`config.mk`:
```
export PLATFORM = sky130hd
export DESIGN_NAME = shared_fifo_with_crc_unit
export DESIGN_NICKNAME = d
export VERILOG_FILES = /design/src/hdl/fifo_crc_pkg.sv /design/src/hdl/byte_stream_if.sv /design/src/hdl/byte_fifo.sv /design/src/hdl/crc16_unit.sv /design/src/hdl/shared_fifo_with_crc_unit.sv
export SDC_FILE = /design/constraint.sdc
export NUM_CORES = 1
export LEC_CHECK = 0
export ABC_AREA = 1
export BUFFER_PORTS_ARGS = -buffer_cell sky130_fd_sc_hd__buf_4
export CAP_MARGIN = 20
export CORE_UTILIZATION = 45
export DETAILED_ROUTE_END_ITERATION = 8
export SYNTH_ARGS = -nofsm -noshare
export SYNTH_HDL_FRONTEND = slang
export SYNTH_SLANG_ARGS = --single-unit
```
`constraint.sdc`:
```
create_clock -name core_clk -period 4.3 [get_ports core_clk]
set_clock_uncertainty 0.05 [all_clocks]
set_input_delay 0.645 -clock core_clk [delete_from_list [all_inputs] [get_ports core_clk]]
set_output_delay 0.645 -clock core_clk [all_outputs]
set_load 0.01 [all_outputs]
```
`src/hdl/fifo_crc_pkg.sv`:
```
package fifo_crc_pkg;

  // ----------------------------------------
  // Buffer geometry
  // ----------------------------------------
  localparam int BYTE_W    = 8;
  localparam int BUF_DEPTH = 64;
  localparam int PTR_W     = $clog2(BUF_DEPTH);
  localparam int CNT_W     = PTR_W + 1;
  localparam int THR_W     = 6;

  localparam logic [CNT_W-1:0]  CNT_EMPTY = 7'h00;
  localparam logic [CNT_W-1:0]  CNT_FULL  = 7'h40;
  localparam logic [PTR_W-1:0]  PTR_ZERO  = 6'h00;
  localparam logic [PTR_W-1:0]  PTR_ONE   = 6'h01;
  localparam logic [CNT_W-1:0]  CNT_ONE   = 7'h01;
  localparam logic [BYTE_W-1:0] BYTE_ZERO = 8'h00;

  // ----------------------------------------
  // Checksum unit
  // ----------------------------------------
  localparam int CRC_W     = 16;
  localparam int PRESET_SW = 2;

  localparam logic [CRC_W-1:0] CRC_POLY      = 16'h1021;
  localparam logic [CRC_W-1:0] CRC_POLY_REFL = 16'h8408;
  localparam logic [CRC_W-1:0] CRC_PRESET_0  = 16'h0000;
  localparam logic [CRC_W-1:0] CRC_PRESET_1  = 16'h6363;
  localparam logic [CRC_W-1:0] CRC_PRESET_2  = 16'ha671;
  localparam logic [CRC_W-1:0] CRC_PRESET_3  = 16'hffff;
  localparam logic [CRC_W-1:0] CRC_RESET     = 16'h0000;

  localparam logic [PRESET_SW-1:0] PSEL_0 = 2'h0;
  localparam logic [PRESET_SW-1:0] PSEL_1 = 2'h1;
  localparam logic [PRESET_SW-1:0] PSEL_2 = 2'h2;

  typedef enum logic [0:0] {
    CRC_IDLE,
    CRC_RUN
  } crc_state_t;

endpackage

```
`src/hdl/byte_stream_if.sv`:
```
`timescale 1ns/1ps
interface byte_stream_if #(
  parameter int W = 8
);
  logic [W-1:0] data;
  logic         valid;
  logic         ready;

  modport src (output data, output valid, input ready);
  modport snk (input data, input valid, output ready);
endinterface // byte_stream_if

```
`src/hdl/byte_fifo.sv`:
```
`timescale 1ns/1ps
module byte_fifo
  import fifo_crc_pkg::*;
#(
  parameter int WIDTH = BYTE_W,
  parameter int DEPTH = BUF_DEPTH
) (
  // Clock and reset
  input  wire logic           clk,
  input  wire logic           rst_n,
  // Control
  input  wire logic           flush,
  // Streams
  byte_stream_if.snk          wr,
  byte_stream_if.src          rd,
  // Status
  output      logic [CNT_W-1:0] count
);

  // ----------------------------------------
  // Storage and pointers
  // ----------------------------------------
  // Depth must be a power of two: pointers wrap by overflow
  logic [WIDTH-1:0] mem_q [DEPTH];
  logic [PTR_W-1:0] wr_ptr_q;
  logic [PTR_W-1:0] rd_ptr_q;
  logic [CNT_W-1:0] count_q;
  logic             push;
  logic             pop;

  assign wr.ready = (count_q != CNT_FULL);
  assign rd.valid = (count_q != CNT_EMPTY);
  assign rd.data  = mem_q[rd_ptr_q];
  assign push     = wr.valid & wr.ready & ~flush;
  assign pop      = rd.valid & rd.ready & ~flush;
  assign count    = count_q;

  for (genvar i = 0; i < DEPTH; i++) begin : g_entry
    always_ff @(posedge clk) begin
      if (push && (wr_ptr_q == PTR_W'(i))) begin
        mem_q[i] <= wr.data;
      end
    end
  end

  always_ff @(posedge clk or negedge rst_n) begin
    if (!rst_n) begin
      wr_ptr_q <= PTR_ZERO;
      rd_ptr_q <= PTR_ZERO;
    end else if (flush) begin
      wr_ptr_q <= PTR_ZERO;
      rd_ptr_q <= PTR_ZERO;
    end else begin
      if (push) begin
        wr_ptr_q <= wr_ptr_q + PTR_ONE;
      end
      if (pop) begin
        rd_ptr_q <= rd_ptr_q + PTR_ONE;
      end
    end
  end

  always_ff @(posedge clk or negedge rst_n) begin
    if (!rst_n) begin
      count_q <= CNT_EMPTY;
    end else if (flush) begin
      count_q <= CNT_EMPTY;
    end else if (push && !pop) begin
      count_q <= count_q + CNT_ONE;
    end else if (pop && !push) begin
      count_q <= count_q - CNT_ONE;
    end
  end

endmodule // byte_fifo

```
`src/hdl/crc16_unit.sv`:
```
`timescale 1ns/1ps
module crc16_unit
  import fifo_crc_pkg::*;
(
  // Clock and reset
  input  wire logic                 clk,
  input  wire logic                 rst_n,
  // Control
  input  wire logic                 load,
  input  wire logic [PRESET_SW-1:0] preset_sel,
  input  wire logic                 msb_first,
  // Data
  input  wire logic                 byte_valid,
  input  wire logic [BYTE_W-1:0]    byte_data,
  // Result
  output      logic [CRC_W-1:0]     crc_q
);

  // ----------------------------------------
  // Byte step
  // ----------------------------------------
  // Fixed polynomial step
  function automatic logic [CRC_W-1:0] crc_step(
    input logic [CRC_W-1:0]  crc,
    input logic [BYTE_W-1:0] din,
    input logic              msb
  );
    logic [CRC_W-1:0] c;
    logic             fb;
    c = crc;
    for (int b = 0; b < BYTE_W; b++) begin
      if (msb) begin
        fb = c[CRC_W-1] ^ din[BYTE_W-1-b];
        c  = {c[CRC_W-2:0], 1'b0} ^ (fb ? CRC_POLY : CRC_RESET);
      end else begin
        fb = c[0] ^ din[b];
        c  = {1'b0, c[CRC_W-1:1]} ^ (fb ? CRC_POLY_REFL : CRC_RESET);
      end
    end
    return c;
  endfunction

  logic [CRC_W-1:0] preset;

  always_comb begin
    if (preset_sel == PSEL_0) begin
      preset = CRC_PRESET_0;
    end else if (preset_sel == PSEL_1) begin
      preset = CRC_PRESET_1;
    end else if (preset_sel == PSEL_2) begin
      preset = CRC_PRESET_2;
    end else begin
      preset = CRC_PRESET_3;
    end
  end

  always_ff @(posedge clk or negedge rst_n) begin
    if (!rst_n) begin
      crc_q <= CRC_RESET;
    end else if (load) begin
      crc_q <= preset;
    end else if (byte_valid) begin
      crc_q <= crc_step(crc_q, byte_data, msb_first);
    end
  end

endmodule // crc16_unit

```
`src/hdl/shared_fifo_with_crc_unit.sv`:
```
// Contract
// - One buffer of 64 bytes shared by host and protocol engine.
// - A host write stores one byte and advances the write pointer.
// - A host read returns the byte at read pointer, then advances it.
// - Stored byte count is readable as a 7-bit fill count.
// - Flush resets pointers, zeroes count and clears overflow unless a write is refused in the same cycle.
// - Overflow stays set until flush; nothing else clears it.
// - Near-full is set when 64 minus count is at most threshold.
// - Near-empty is set when count is at most threshold.
// - Enabled near-empty rising edge raises the interrupt pin.
// - Enabled near-full rising edge raises the interrupt pin.
// - Checksum preset chosen by 2-bit select: 0000, 6363, a671, ffff.
// - 16-bit checksum with fixed polynomial x16+x12+x5+1.
// - Checksum result read as separate upper and lower bytes.
// - Bit order select set takes bytes msb first, else lsb first.
// - After consuming all buffered bytes, set ready and done flag.
`timescale 1ns/1ps
module shared_fifo_with_crc_unit
  import fifo_crc_pkg::*;
(
  // Clock and reset
  input  wire logic                 core_clk,
  input  wire logic                 rst_n,

  // Host data port
  input  wire logic                 host_wr_en,
  input  wire logic [BYTE_W-1:0]    host_wr_data,
  input  wire logic                 host_rd_en,
  output      logic [BYTE_W-1:0]    host_rd_data,
  output      logic                 host_rd_valid,

  // Protocol engine port
  input  wire logic                 sm_wr_en,
  input  wire logic [BYTE_W-1:0]    sm_wr_data,
  input  wire logic                 sm_rd_en,
  output      logic [BYTE_W-1:0]    sm_rd_data,
  output      logic                 sm_rd_valid,

  // Buffer control
  input  wire logic                 flush_request,
  input  wire logic [THR_W-1:0]     fill_threshold,

  // Buffer status
  output      logic [CNT_W-1:0]     stored_byte_count,
  output      logic                 buf_not_full,
  output      logic                 overflow_flag,
  output      logic                 near_full_flag,
  output      logic                 near_empty_flag,

  // Alert interrupts
  input  wire logic                 near_full_irq_enable,
  input  wire logic                 near_empty_irq_enable,
  input  wire logic                 alert_irq_clear,
  output      logic                 near_full_irq_pend,
  output      logic                 near_empty_irq_pend,
  output      logic                 irq_out,

  // Checksum unit
  input  wire logic                 checksum_start,
  input  wire logic [PRESET_SW-1:0] checksum_preset_select,
  input  wire logic                 bit_order_select,
  input  wire logic                 checksum_done_clear,
  output      logic [BYTE_W-1:0]    checksum_result_hi,
  output      logic [BYTE_W-1:0]    checksum_result_lo,
  output      logic                 checksum_ready,
  output      logic                 checksum_done_flag
);

  // ----------------------------------------
  // Buffer instance
  // ----------------------------------------
  byte_stream_if #(.W(BYTE_W)) wr_s ();
  byte_stream_if #(.W(BYTE_W)) rd_s ();

  logic [CNT_W-1:0] fill_cnt;

  byte_fifo #(
    .WIDTH (BYTE_W),
    .DEPTH (BUF_DEPTH)
  ) u_fifo (
    .clk   (core_clk),
    .rst_n (rst_n),
    .flush (flush_request),
    .wr    (wr_s.snk),
    .rd    (rd_s.src),
    .count (fill_cnt)
  );

  // ----------------------------------------
  // Write arbitration
  // ----------------------------------------
  logic wr_any;
  logic wr_refused;

  // Engine byte is lost when both sides write in one cycle
  // Host wins a same-cycle clash
  always_comb begin
    wr_s.valid = 1'b0;
    wr_s.data  = BYTE_ZERO;
    if (host_wr_en) begin
      wr_s.valid = ~flush_request;
      wr_s.data  = host_wr_data;
    end else if (sm_wr_en) begin
      wr_s.valid = ~flush_request;
      wr_s.data  = sm_wr_data;
    end
  end

  assign wr_any     = host_wr_en | sm_wr_en;
  assign wr_refused = wr_any & ~wr_s.ready;

  // ----------------------------------------
  // Read arbitration
  // ----------------------------------------
  crc_state_t crc_state_q;
  logic       crc_take;
  logic       host_take;
  logic       sm_take;

  // Host first, engine next; checksum only drains in idle cycles
  assign host_take  = host_rd_en & rd_s.valid & ~flush_request;
  assign sm_take    = sm_rd_en & ~host_rd_en & rd_s.valid & ~flush_request;
  assign crc_take   = (crc_state_q == CRC_RUN) & ~host_rd_en & ~sm_rd_en
                      & rd_s.valid & ~flush_request;
  assign rd_s.ready = host_rd_en | sm_rd_en | (crc_state_q == CRC_RUN);

  always_ff @(posedge core_clk or negedge rst_n) begin
    if (!rst_n) begin
      host_rd_data  <= BYTE_ZERO;
      host_rd_valid <= 1'b0;
    end else begin
      host_rd_valid <= host_take;
      host_rd_data  <= host_take ? rd_s.data : BYTE_ZERO;
    end
  end

  always_ff @(posedge core_clk or negedge rst_n) begin
    if (!rst_n) begin
      sm_rd_data  <= BYTE_ZERO;
      sm_rd_valid <= 1'b0;
    end else begin
      sm_rd_valid <= sm_take;
      sm_rd_data  <= sm_take ? rd_s.data : BYTE_ZERO;
    end
  end

  // ----------------------------------------
  // Fill status
  // ----------------------------------------
  logic [CNT_W-1:0] thr_ext;
  logic [CNT_W-1:0] free_cnt;
  logic             near_full_d;
  logic             near_empty_d;

  assign thr_ext      = {1'b0, fill_threshold};
  assign free_cnt     = CNT_FULL - fill_cnt;
  assign near_full_d  = (free_cnt <= thr_ext);
  assign near_empty_d = (fill_cnt <= thr_ext);

  // Registered copies keep outputs glitch free, one cycle behind
  // Fill count output
  always_ff @(posedge core_clk or negedge rst_n) begin
    if (!rst_n) begin
      stored_byte_count <= CNT_EMPTY;
    end else begin
      stored_byte_count <= fill_cnt;
    end
  end

  always_ff @(posedge core_clk or negedge rst_n) begin
    if (!rst_n) begin
      buf_not_full <= 1'b1;
    end else begin
      buf_not_full <= wr_s.ready;
    end
  end

  // Reset value follows an empty buffer
  always_ff @(posedge core_clk or negedge rst_n) begin
    if (!rst_n) begin
      near_full_flag <= 1'b0;
    end else begin
      near_full_flag <= near_full_d;
    end
  end

  always_ff @(posedge core_clk or negedge rst_n) begin
    if (!rst_n) begin
      near_empty_flag <= 1'b1;
    end else begin
      near_empty_flag <= near_empty_d;
    end
  end

  // ----------------------------------------
  // Overflow
  // ----------------------------------------
  // A refused write in a flush cycle still marks the loss
  // Only flush clears; set wins
  always_ff @(posedge core_clk or negedge rst_n) begin
    if (!rst_n) begin
      overflow_flag <= 1'b0;
    end else if (wr_refused) begin
      overflow_flag <= 1'b1;
    end else if (flush_request) begin
      overflow_flag <= 1'b0;
    end
  end

  // ----------------------------------------
  // Alert interrupts
  // ----------------------------------------
  logic nf_rise;
  logic ne_rise;

  assign nf_rise = near_full_d & ~near_full_flag;
  assign ne_rise = near_empty_d & ~near_empty_flag;

  always_ff @(posedge core_clk or negedge rst_n) begin
    if (!rst_n) begin
      near_full_irq_pend <= 1'b0;
    end else if (nf_rise) begin
      near_full_irq_pend <= 1'b1;
    end else if (alert_irq_clear) begin
      near_full_irq_pend <= 1'b0;
    end
  end

  always_ff @(posedge core_clk or negedge rst_n) begin
    if (!rst_n) begin
      near_empty_irq_pend <= 1'b0;
    end else if (ne_rise) begin
      near_empty_irq_pend <= 1'b1;
    end else if (alert_irq_clear) begin
      near_empty_irq_pend <= 1'b0;
    end
  end

  always_ff @(posedge core_clk or negedge rst_n) begin
    if (!rst_n) begin
      irq_out <= 1'b0;
    end else begin
      irq_out <= (near_full_irq_pend & near_full_irq_enable)
               | (near_empty_irq_pend & near_empty_irq_enable);
    end
  end

  // ----------------------------------------
  // Checksum sequencing
  // ----------------------------------------
  logic [CRC_W-1:0] crc_val;
  logic             crc_load;
  logic             crc_finish;

  // A start while running is ignored
  assign crc_load   = (crc_state_q == CRC_IDLE) & checksum_start;
  assign crc_finish = (crc_state_q == CRC_RUN) & ~rd_s.valid;

  crc16_unit u_crc (
    .clk        (core_clk),
    .rst_n      (rst_n),
    .load       (crc_load),
    .preset_sel (checksum_preset_select),
    .msb_first  (bit_order_select),
    .byte_valid (crc_take),
    .byte_data  (rd_s.data),
    .crc_q      (crc_val)
  );

  always_ff @(posedge core_clk or negedge rst_n) begin
    if (!rst_n) begin
      crc_state_q <= CRC_IDLE;
    end else begin
      case (crc_state_q)
        CRC_IDLE: begin
          if (checksum_start) begin
            crc_state_q <= CRC_RUN;
          end
        end
        CRC_RUN: begin
          if (crc_finish) begin
            crc_state_q <= CRC_IDLE;
          end
        end
        default: begin
          crc_state_q <= CRC_IDLE;
        end
      endcase
    end
  end

  always_ff @(posedge core_clk or negedge rst_n) begin
    if (!rst_n) begin
      checksum_ready <= 1'b0;
    end else if (crc_finish) begin
      checksum_ready <= 1'b1;
    end else if (crc_load) begin
      checksum_ready <= 1'b0;
    end
  end

  always_ff @(posedge core_clk or negedge rst_n) begin
    if (!rst_n) begin
      checksum_done_flag <= 1'b0;
    end else if (crc_finish) begin
      checksum_done_flag <= 1'b1;
    end else if (checksum_done_clear) begin
      checksum_done_flag <= 1'b0;
    end
  end

  // ----------------------------------------
  // Checksum result
  // ----------------------------------------
  // Own flops keep the result pins straight off a register
  // Split result bytes
  always_ff @(posedge core_clk or negedge rst_n) begin
    if (!rst_n) begin
      checksum_result_hi <= BYTE_ZERO;
      checksum_result_lo <= BYTE_ZERO;
    end else begin
      checksum_result_hi <= crc_val[CRC_W-1:BYTE_W];
      checksum_result_lo <= crc_val[BYTE_W-1:0];
    end
  end

endmodule // shared_fifo_with_crc_unit

```
# [Word level (Yosys, flattened, before mapping)]
# Memories as Yosys holds them, arrays and structs flattened.
# Cells that the tools add are included.
[totals] register_bits=86 ram_bits=512 output_inout_bits=50 elab_cells=687 mem_count=1
[memory_table] name="u_fifo.mem_q" words=64 word_bits=8 read_ports=1 rd_clocked_by_memory_dff=0 wr=1 line="byte_fifo.sv:24" source="logic [WIDTH-1:0] mem_q [DEPTH];"
[op_classes] addsub=5 order_cmp=2 n_eq_ne=66 muxes=385 bitwise_logic=64 n_reduce_logical=143
[op_table] operator="two-way mux 16 bit" n=34
[op_table] operator="two-way mux 8 bit" n=67
[op_table] operator="OR reduction 8 bit" n=63
[op_table] operator="two-way mux 6 bit" n=67
[op_table] operator="two-way mux 1 bit" n=204
[op_table] operator="equality test 6 bit, second input constant" n=32
[op_table] operator="bitwise XOR 15 x 16 -> 16 bit" n=8
[op_table] operator="bitwise XOR 16 bit" n=8
[op_table] operator="two-way mux 13 bit" n=8
[op_table] operator="equality test 6 x 5 -> 1 bit, second input constant" n=16
[op_table] operator="logical AND 1 bit" n=66
[op_table] operator="equality test 6 x 4 -> 1 bit, second input constant" n=8
[op_table] operator="equality test 6 x 3 -> 1 bit, second input constant" n=4
[op_table] operator="two-way mux 7 bit" n=3
[op_table] operator="bitwise AND 1 bit" n=20
[op_table] operator="nonzero test 2 bit" n=8
[op_table] operator="bitwise XOR 1 bit" n=16
[op_table] operator="two-way mux 15 bit" n=1
[op_table] operator="<= comparator 7 x 6 -> 1 bit" n=2
[op_table] operator="adder 6 x 1 -> 6 bit, second input constant" n=2
[op_table] operator="equality test 6 x 2 -> 1 bit, second input constant" n=2
[op_table] operator="inverter 1 bit" n=8
[op_table] operator="adder 7 x 1 -> 7 bit, second input constant" n=1
[op_table] operator="!= test 7 bit, second input constant" n=1
[op_table] operator="12 further kinds" n=16

# [Depth between registers and ports, before layout]
# Gate-level depths: netlist of run 1.
[depth] word_depth=72 depth_mapped=35 ltp_nobuf=33

# [Modules after synthesis]
# A second synthesis of run 1 with hierarchy kept.
[unflattened] cells_unflattened=2428 area_unflattened_um2=26217.6
[modules_own_cells] module="byte_fifo" n_inst=1 cells_per_inst=1950 area_each_um2=22432.8 seq_area_each_um2=15850.2
[modules_own_cells] module="shared_fifo_with_crc_unit" n_inst=1 cells_per_inst=204 area_each_um2=2039.5 seq_area_each_um2=1278.7
[modules_own_cells] module="crc16_unit" n_inst=1 cells_per_inst=274 area_each_um2=1745.4 seq_area_each_um2=400.4

# [Worst setup path after synthesis of run 1]
# OpenSTA, ideal clock, no wires.
[synth_path] kind="flip-flop to flip-flop" start="register u_fifo.rd_ptr_q[0]" end="register u_crc.crc_q[0]" setup_ps=140 t_arrival_ps=3142 required_time_ps=4110 slack_ps=968 stages_incl_launch_ff=29 path_buffers=5 synth_period_minus_slack_ps=3332 cell_sequence="dfrtp_1 > buf_4 > inv_4 > buf_8 > buf_8 > buf_8 > buf_6 > nor2_1 > o22ai_1 > nor2_1 > o32ai_1 > nand2_1 > nand3_2 > nand2_4 > xor2_1 > xnor2_1 > nand2_1 > nand3_1 > nand2_2 > nand3_2 > nand2_1 > nand2_2 > nand3_2 > nand2_1 > nand2_2 > nand2_2 > nor2_1 > o21ai_1 > a21oi_1"
[synth_via] elab_chain_len=49 word_cells_on_any_way=63 classes_between="mux: 35; bitwise: 27; memory: 1"
[synth_lines] element="start, declared" line="byte_fifo.sv:26" source="logic [PTR_W-1:0] rd_ptr_q;"
[synth_lines] element="start signal, assigned" line="byte_fifo.sv:58" source="rd_ptr_q <= rd_ptr_q + PTR_ONE;"
[synth_lines] element="memory read (64 x 8 bit) *"
[synth_lines] element="bitwise XOR 1 bit" line="crc16_unit.sv:36" source="fb = c[0] ^ din[b];"
[synth_lines] element="two-way mux 16 bit" line="crc16_unit.sv:37" source="c = {1'b0, c[CRC_W-1:1]} ^ (fb ? CRC_POLY_REFL : CRC_RESET);"
[synth_lines] element="bitwise XOR 15 x 16 -> 16 bit" line="crc16_unit.sv:37"
[synth_lines] element="two-way mux 16 bit" line="crc16_unit.sv:32" source="if (msb) begin"
[synth_lines] element="two-way mux 16 bit" line="crc16_unit.sv:62" source="end else if (byte_valid) begin"
[synth_lines] element="two-way mux 16 bit" line="crc16_unit.sv:60" source="end else if (load) begin"
[synth_lines] element="bitwise XOR 1 bit" line="crc16_unit.sv:33" source="fb = c[CRC_W-1] ^ din[BYTE_W-1-b];"
[synth_lines] element="(+33 left out)"
[synth_lines] element="two-way mux 16 bit" line="crc16_unit.sv:62"
[synth_lines] element="two-way mux 16 bit" line="crc16_unit.sv:60"
[synth_lines] element="bitwise XOR 1 bit" line="crc16_unit.sv:33"
[synth_lines] element="two-way mux 13 bit" line="crc16_unit.sv:34" source="c = {c[CRC_W-2:0], 1'b0} ^ (fb ? CRC_POLY : CRC_RESET);"
[synth_lines] element="bitwise XOR 16 bit" line="crc16_unit.sv:34"
[synth_lines] element="two-way mux 16 bit *" line="crc16_unit.sv:32"
[synth_lines] element="two-way mux 16 bit *" line="crc16_unit.sv:62"
[synth_lines] element="two-way mux 16 bit *" line="crc16_unit.sv:60"
[synth_lines] element="end signal, assigned" line="crc16_unit.sv:61" source="crc_q <= preset;"
[synth_lines] element="end signal, assigned" line="crc16_unit.sv:63" source="crc_q <= crc_step(crc_q, byte_data, msb_first);"
[synth_lines] element="end, declared" line="crc16_unit.sv:16" source="output logic [CRC_W-1:0] crc_q"
# Mark *: on every way between the ends. The rest lies on a longest branch, timed or not. The select of a mux whose other input is x is not followed.
# A chain may end at the register's enable or synchronous reset.

# [Final worst setup path of run 1]
[layout_path] start="register u_fifo.rd_ptr_q[0]" end="register u_crc.crc_q[10]"
[layout_via] elab_chain_len=49 word_cells_on_any_way=69 classes_between="mux: 38; bitwise: 30; memory: 1"
[layout_lines] element="memory read (64 x 8 bit) *"
[layout_lines] element="bitwise XOR 1 bit" line="crc16_unit.sv:33"
[layout_lines] element="two-way mux 13 bit" line="crc16_unit.sv:34"
[layout_lines] element="bitwise XOR 16 bit" line="crc16_unit.sv:34"
[layout_lines] element="two-way mux 16 bit" line="crc16_unit.sv:32"
[layout_lines] element="two-way mux 16 bit" line="crc16_unit.sv:62"
[layout_lines] element="two-way mux 16 bit" line="crc16_unit.sv:60"
[layout_lines] element="bitwise XOR 1 bit" line="crc16_unit.sv:36"
[layout_lines] element="(+33 left out)"
[layout_lines] element="two-way mux 16 bit" line="crc16_unit.sv:62"
[layout_lines] element="two-way mux 16 bit" line="crc16_unit.sv:60"
[layout_lines] element="bitwise XOR 1 bit" line="crc16_unit.sv:36"
[layout_lines] element="two-way mux 16 bit" line="crc16_unit.sv:37"
[layout_lines] element="bitwise XOR 15 x 16 -> 16 bit" line="crc16_unit.sv:37"
[layout_lines] element="two-way mux 16 bit *" line="crc16_unit.sv:32"
[layout_lines] element="two-way mux 16 bit *" line="crc16_unit.sv:62"
[layout_lines] element="two-way mux 16 bit *" line="crc16_unit.sv:60"
# Marked as above.

==> results of run 1 <==
## through the flow
step	util [%]	cell area [um2]	instances	total power (uW)
floorplan	-	25600	2231	11900
global placement	48.9	27500	3060	14500
detailed placement	48.9	27500	3060	14600
CTS	52.7	29700	3177	20200
global route	54.4	30600	3211	22300
finish	54.4	30600	3211	21300
## power by group
group	switching, uW	total, uW	internal [uW]
clock	2260	5610	3350
sequential	279	6960	6680
combinational	5460	8710	3250
total	8000	21300	13300
## worst max path at each step
stage                  startpoint               to  slack (ns)
4_1_cts        u_fifo.rd_ptr_q[0]   u_crc.crc_q[9]        0.01
3_3_place_gp   u_fifo.rd_ptr_q[0]   u_crc.crc_q[9]       0.005
5_1_grt        u_fifo.rd_ptr_q[0]  u_crc.crc_q[10]       -0.11
2_1_floorplan  u_fifo.rd_ptr_q[0]   u_crc.crc_q[0]        0.97
3_5_place_dp   u_fifo.rd_ptr_q[0]   u_crc.crc_q[9]       -0.06
6_report       u_fifo.rd_ptr_q[0]  u_crc.crc_q[10]        0.14
## repair_timing
action | 4_1_cts | 5_1_grt
buffers inserted | 0 | 21
setup endpoints to repair | 2 | 13
pin swaps | 0 | 25
endpoints found under the hold margin | 39 | 0
gates cloned | 0 | 11
hold buffers | 1 | 0
resized for setup | 5 | 97
## area by class of cell
cell class	instances	area, um2	area share, %
clock buffers	76	1670	5.44
clock inverters	40	475	1.55
inverters	95	387	1.26
multi-input cells	1411	7300	23.9
flip-flops and latches	598	17500	57.3
well taps	756	946	3.09
repair buffers	234	2270	7.43
repair inverters	1	11.3	0.0368
## worst reg2reg max path, delay by kind of cell, from the launching register on
kind,cells,cell delay [ns]
AO/OA/AOI/OAI,6,1.07
buffers and inverters,6,0.78
flip-flops,1,0.52
AND/OR/NAND/NOR,17,1.59
## cells in the mapped netlist, types with 3 or more instances
master    number
buf_2         48
nand2_2       13
xor2_1        13
buf_6         19
o32ai_1        3
nand3_2       12
inv_1         89
nand3_1      180
buf_4         24
a21oi_1       93
o21ai_1       54
dfrtp_1       84
a22oi_1        9
a311oi_1      16
o221ai_1       5
o211ai_1      11
clkbuf_1      31
o21ai_0      159
buf_8          3
clkinv_1       3
a221oi_1      16
xnor2_1        5
nor2_1       300
nand4_1       11
edfxtp_1     512
or2_2          7
o22ai_1       65
ha_1          22
nor3_1        15
nand2_1      383
## kinds of logic after synthesis
kind of cell | share of synthesized area (%)
buffers and inverters | 4.55
XOR/XNOR | 0.786
AO/OA/AOI/OAI | 9.84
AND/OR/NAND/NOR | 15.3
flip-flops | 68.4
adder cells (fa/ha/maj) | 1.15
## routing by layer
metal | vias to the layer above | track usage (%) | wire length (um)
li1 | 8327 | - | -
met1 | 8979 | 35.4 | 31400
met2 | 742 | 38.4 | 34500
met3 | 105 | 3.25 | 5700
met4 | 0 | 6.74 | 1520
met5 | - | 0 | 0
## flip-flops by register name (all words and copies together), names as in the netlist, 6 cells and up
register / count
u_fifo.mem_q: 512
u_fifo.wr_ptr_q: 6
u_fifo.rd_ptr_q: 6
host_rd_data: 8
sm_rd_data: 8
checksum_result_hi: 8
u_fifo.count: 7
u_crc.crc_q: 16
checksum_result_lo: 8
stored_byte_count: 7
==> results.ini, run 1 <==
[cells_and_area]
nets = 2462
layout_commonest_cell = edfxtp_1
layout-drive-gt1-share_pct = 18.3
nFillCells = 4851
synthToLayoutAreaGrowth_pct = 19.4
diodes = 0
layout_common_cells = edfxtp_1 (512), nand2_1 (360), nor2_1 (295)

[global_routing]
grt_max_degree = 74
first_global_vias = 16900
antenna_found_initial = 0
grt_pass1_wl_um = 105000
overflow = 0
grt_usage_pct = 24.3

[worst_hold_path]
hold_path.startpoint = checksum_done_clear
min_to = checksum_done_flag
hold_depth = 2
hold_path_class = input port to flip-flop

[cts]
cts_sinks = 598
htree_levels = 2
clockBufferDepth = 3
cts_made_buffers = 61
path_clk_slew_ns = 0.06
tritoncts = done
worstSkewPairLatency_ns = 0.63
clockRootBuffer = clkbuf_16

[sta]
rsz0062_at_grt = yes
tns_ns = 0
tightestPinTransition_ns = 1.00
post-route-min-period_ns = 4.16
holdWs_ns = 0.164
hold_viol = 0
finalCritPeriodShare_pct = 96.7
relSlewSlack_pct = 32.9
fin_ws_ns = 0.141
fmax_ghz = 0.240
finalSetupViolCount = 0
final_max_slew_viol_count = 0

[synth]
synth.distinct_cells = 52
syn_nets = 2291
synth.area.top_cells = edfxtp_1 (60%), dfrtp_1 (8.2%), nand2_1 (5.6%)
yosys_warnings = 0
syn_area_um2 = 25600
syn_inst = 2231
synth.top_cell.area_share_pct = 60.0
yosysSeqAreaShare_pct = 68.4
synthArstFlopShare_pct = 14.4
synth.largest_area_cell = edfxtp_1
avgSynthCellArea_um2 = 11.5
ys_seq_elements = 598
synth_ff_type = edfxtp_1
synth_edf_count = 512

[worst_setup_path]
crit_path_start_kind = flip-flop
r2r-end = u_crc.crc_q[10]
worst-path-max-fanout = 19
end_kind = flip-flop
crit_path_frequent_cell = nand3_2
ff2ff_setup_slack_ns = 0.14
cpMaxStageDelayCell = dfrtp_4
cp.depth = 29
crit_arrival_ns = 4.61
path_buf_inv = 6
ff2ff_path_depth = 29
crit_required_ns = 4.75
r2r_start = u_fifo.rd_ptr_q[0]
path_delay_family = simple AND/OR/NAND/NOR gates
cp_slowest_stage_delay_ns = 0.52
critPathKind = flip-flop to flip-flop

[placed_design]
pre_cts_ws_ns = -0.0558
hpwl_um = 45300
portBuffers = 86
gp_congestion = 0.939

[floorplan]
die_h_um = 241
start_util_pct = 45.5
ioPinCount = 87
die_x_um = 241
die_area_um2 = 57900
core_um2 = 56300
rows = 87

[detailed_routing]
drt_iter0_drc = 1903
postRouteAntennaNets = 0
vias_per_cell = 5.65
dr.pass1.iters = 5
finalWirelength_um = 73100
drc = 0
wl_per_cell_um = 22.8
dr_total_vias = 18200

[power_and_ir_drop]
power-per-cell-area_nw_per_um2 = 695
ir_drop_mv = 0.426
p_leak_uw = 0.0114

[run]
maxCapViolations = 0

[status]
status = complete, no violations

Power figures use the tool's default switching activity.
==> run 2: changes to the inputs <==
--- a/config.mk
+++ b/config.mk
@@ -8,8 +8,9 @@
 export ABC_AREA = 1
 export BUFFER_PORTS_ARGS = -buffer_cell sky130_fd_sc_hd__buf_4
 export CAP_MARGIN = 20
-export CORE_UTILIZATION = 45
+export CORE_UTILIZATION = 53
 export DETAILED_ROUTE_END_ITERATION = 8
+export PLACE_DENSITY = 0.7
 export SYNTH_ARGS = -nofsm -noshare
 export SYNTH_HDL_FRONTEND = slang
 export SYNTH_SLANG_ARGS = --single-unit
==> results.ini, run 2 (synthesized netlist as in run 1, its figures left out) <==
[status]
status = complete, no violations

[detailed_routing]
dr.pass1.iters = 6  ; +1
postRouteAntennaNets = 0  ; unchanged
drt_iter0_drc = 2612  ; +37%
wl_per_cell_um = 23.9  ; +5.0%
dr_total_vias = 18800  ; +3.5%
finalWirelength_um = 73300  ; +0.26%
vias_per_cell = 6.13  ; +8.4%
drc = 0  ; unchanged

[placed_design]
gp_congestion = 0.953  ; +1.5%
pre_cts_ws_ns = -0.0189  ; +0.0369 ns
hpwl_um = 44900  ; -0.98%
portBuffers = 86  ; unchanged

[worst_setup_path]
crit_path_frequent_cell = nand3_2
end_kind = flip-flop
crit_required_ns = 4.77  ; +0.02 ns
worst-path-max-fanout = 11  ; -8
path_buf_inv = 4  ; -2
crit_arrival_ns = 4.74  ; +0.13 ns
crit_path_start_kind = flip-flop
cp_slowest_stage_delay_ns = 0.58  ; +0.06 ns
path_delay_family = simple AND/OR/NAND/NOR gates
critPathKind = flip-flop to flip-flop
cpMaxStageDelayCell = dfrtp_4

[cells_and_area]
post-route-util_pct = 63.5  ; +9.1 points
largest_register_ffs = 512  ; unchanged
synthToLayoutAreaGrowth_pct = 18.3
regMostFlops = u_fifo.mem_q
nets = 2459  ; -0.12%
layout_common_cells = edfxtp_1 (512), nand2_1 (361), nor2_1 (296)
reg.largest.list = u_fifo.mem_q x512, u_crc.crc_q x16
layout-drive-gt1-share_pct = 18.4  ; +0.14 points
layout_commonest_cell = edfxtp_1
diodes = 0  ; unchanged

[cts]
worstSkewPairLatency_ns = 0.66  ; +0.03 ns
cts_made_buffers = 61  ; unchanged
path_clk_slew_ns = 0.07  ; about the same
htree_levels = 2  ; unchanged
holdBufCountCts = 0  ; -1
cts_sinks = 598  ; unchanged
clockBufferDepth = 3  ; unchanged
tritoncts = done
clockRootBuffer = clkbuf_16

[global_routing]
first_global_vias = 17400  ; +2.7%
grt_max_degree = 70  ; -5.4%
grt_usage_pct = 28.3  ; +4.0 points
antenna_found_initial = 0  ; unchanged
grt_pass1_wl_um = 105000  ; about the same
overflow = 0  ; unchanged

[sta]
tightestPinTransition_ns = 0.998  ; -0.00592 ns
fin_ws_ns = 0.0311  ; -0.110 ns
relSlewSlack_pct = 33.1  ; +0.24 points
final_max_slew_viol_count = 0  ; unchanged
holdWs_ns = 0.0245  ; -0.139 ns
hold_viol = 0  ; unchanged
finalCritPeriodShare_pct = 99.3  ; +2.6 points
finalSetupViolCount = 0  ; unchanged
fmax_ghz = 0.234  ; -2.6%
post-route-min-period_ns = 4.27  ; +0.110 ns

[worst_hold_path]
hold_path_class = input port to asynchronous set/reset pin

[floorplan]
die_x_um = 222  ; -7.8%
die_area_um2 = 49200  ; -15%
die_h_um = 222  ; -7.8%
start_util_pct = 53.7  ; +8.1 points
ioPinCount = 87  ; unchanged
rows = 80  ; -8.0%
core_um2 = 47700  ; -15%

[power_and_ir_drop]
p_leak_uw = 0.0114  ; -0.24%
fin_total_pwr_uw = 21000  ; -1.2%
ir_drop_mv = 0.456  ; +7.0%
power-per-cell-area_nw_per_um2 = 693  ; -0.27%

[run]
maxCapViolations = 0  ; unchanged

run 2: routing by layer:
| layer | GRT usage (%) | vias to the layer above | wire length, um |
|---|---|---|---|
| met3 | 5.34 | 153 | 7470 |
| li1 | - | 8300 | - |
| met2 | 43.6 | 1091 | 33800 |
| met4 | 9.74 | 0 | 2110 |
| met5 | 0 | - | 0 |
| met1 | 40.7 | 9251 | 29900 |
run 2: final cells by class:
cell class | instances | area, um2
Multi-Input combinational cell | 1411 | 7310
Timing Repair Buffer | 231 | 2290
Fill cell | 3554 | 17400
Sequential cell | 598 | 17500
Tap cell | 615 | 769
Clock buffer | 84 | 1760
Clock inverter | 32 | 275
Timing Repair inverter | 1 | 8.76
Inverter | 95 | 374
run 2: worst reg2reg max path: cells and delay by family, from the launching register on:
| kind | cells | cell delay, ns |
|---|---|---|
| AND/OR/NAND/NOR | 21 | 2.31 |
| buffers and inverters | 4 | 0.61 |
| AO/OA/AOI/OAI | 3 | 0.59 |
| flip-flops | 1 | 0.58 |
run 2: repair_timing:
action / CTS / global route
resized for setup: 2 / 110
cloned: 0 / 11
buffers inserted: 0 / 30
endpoints found under the setup margin: 5 / 13
pin swaps: 0 / 32
run 2: metrics by stage:
step           setup TNS [ns]  instance area (um2)  std cells
5_1_grt                -0.788                30300       3067
3_5_place_dp          -0.0365                27300       2909
2_1_floorplan               0                25600       2231
4_1_cts                     0                29300       3025
6_report                    0                30300       3067
3_3_place_gp          -0.0122                27300       2908
run 2: where the power goes:
group	switching, uW	total [uW]	internal, uW
Sequential	307	6990	6680
Clock	2280	5320	3040
Combinational	5400	8720	3320
Total	7980	21000	13000
run 2: final timing paths:
kind	start	endpoint	slack, ns	cells past startpoint
worst max register to register	u_fifo.rd_ptr_q[0]	u_crc.crc_q[10]	0.03	28
worst min register to register	u_crc.crc_q[7]	checksum_result_lo[7]	0.35	0
worst min-delay path	rst_n	near_empty_irq_pend	0.02	1
max in group asynchronous	rst_n	u_crc.crc_q[2]	3.24	2
worst max-delay path	u_fifo.rd_ptr_q[0]	u_crc.crc_q[10]	0.03	28
min in group core_clk	alert_irq_clear	near_empty_irq_pend	0.15	2
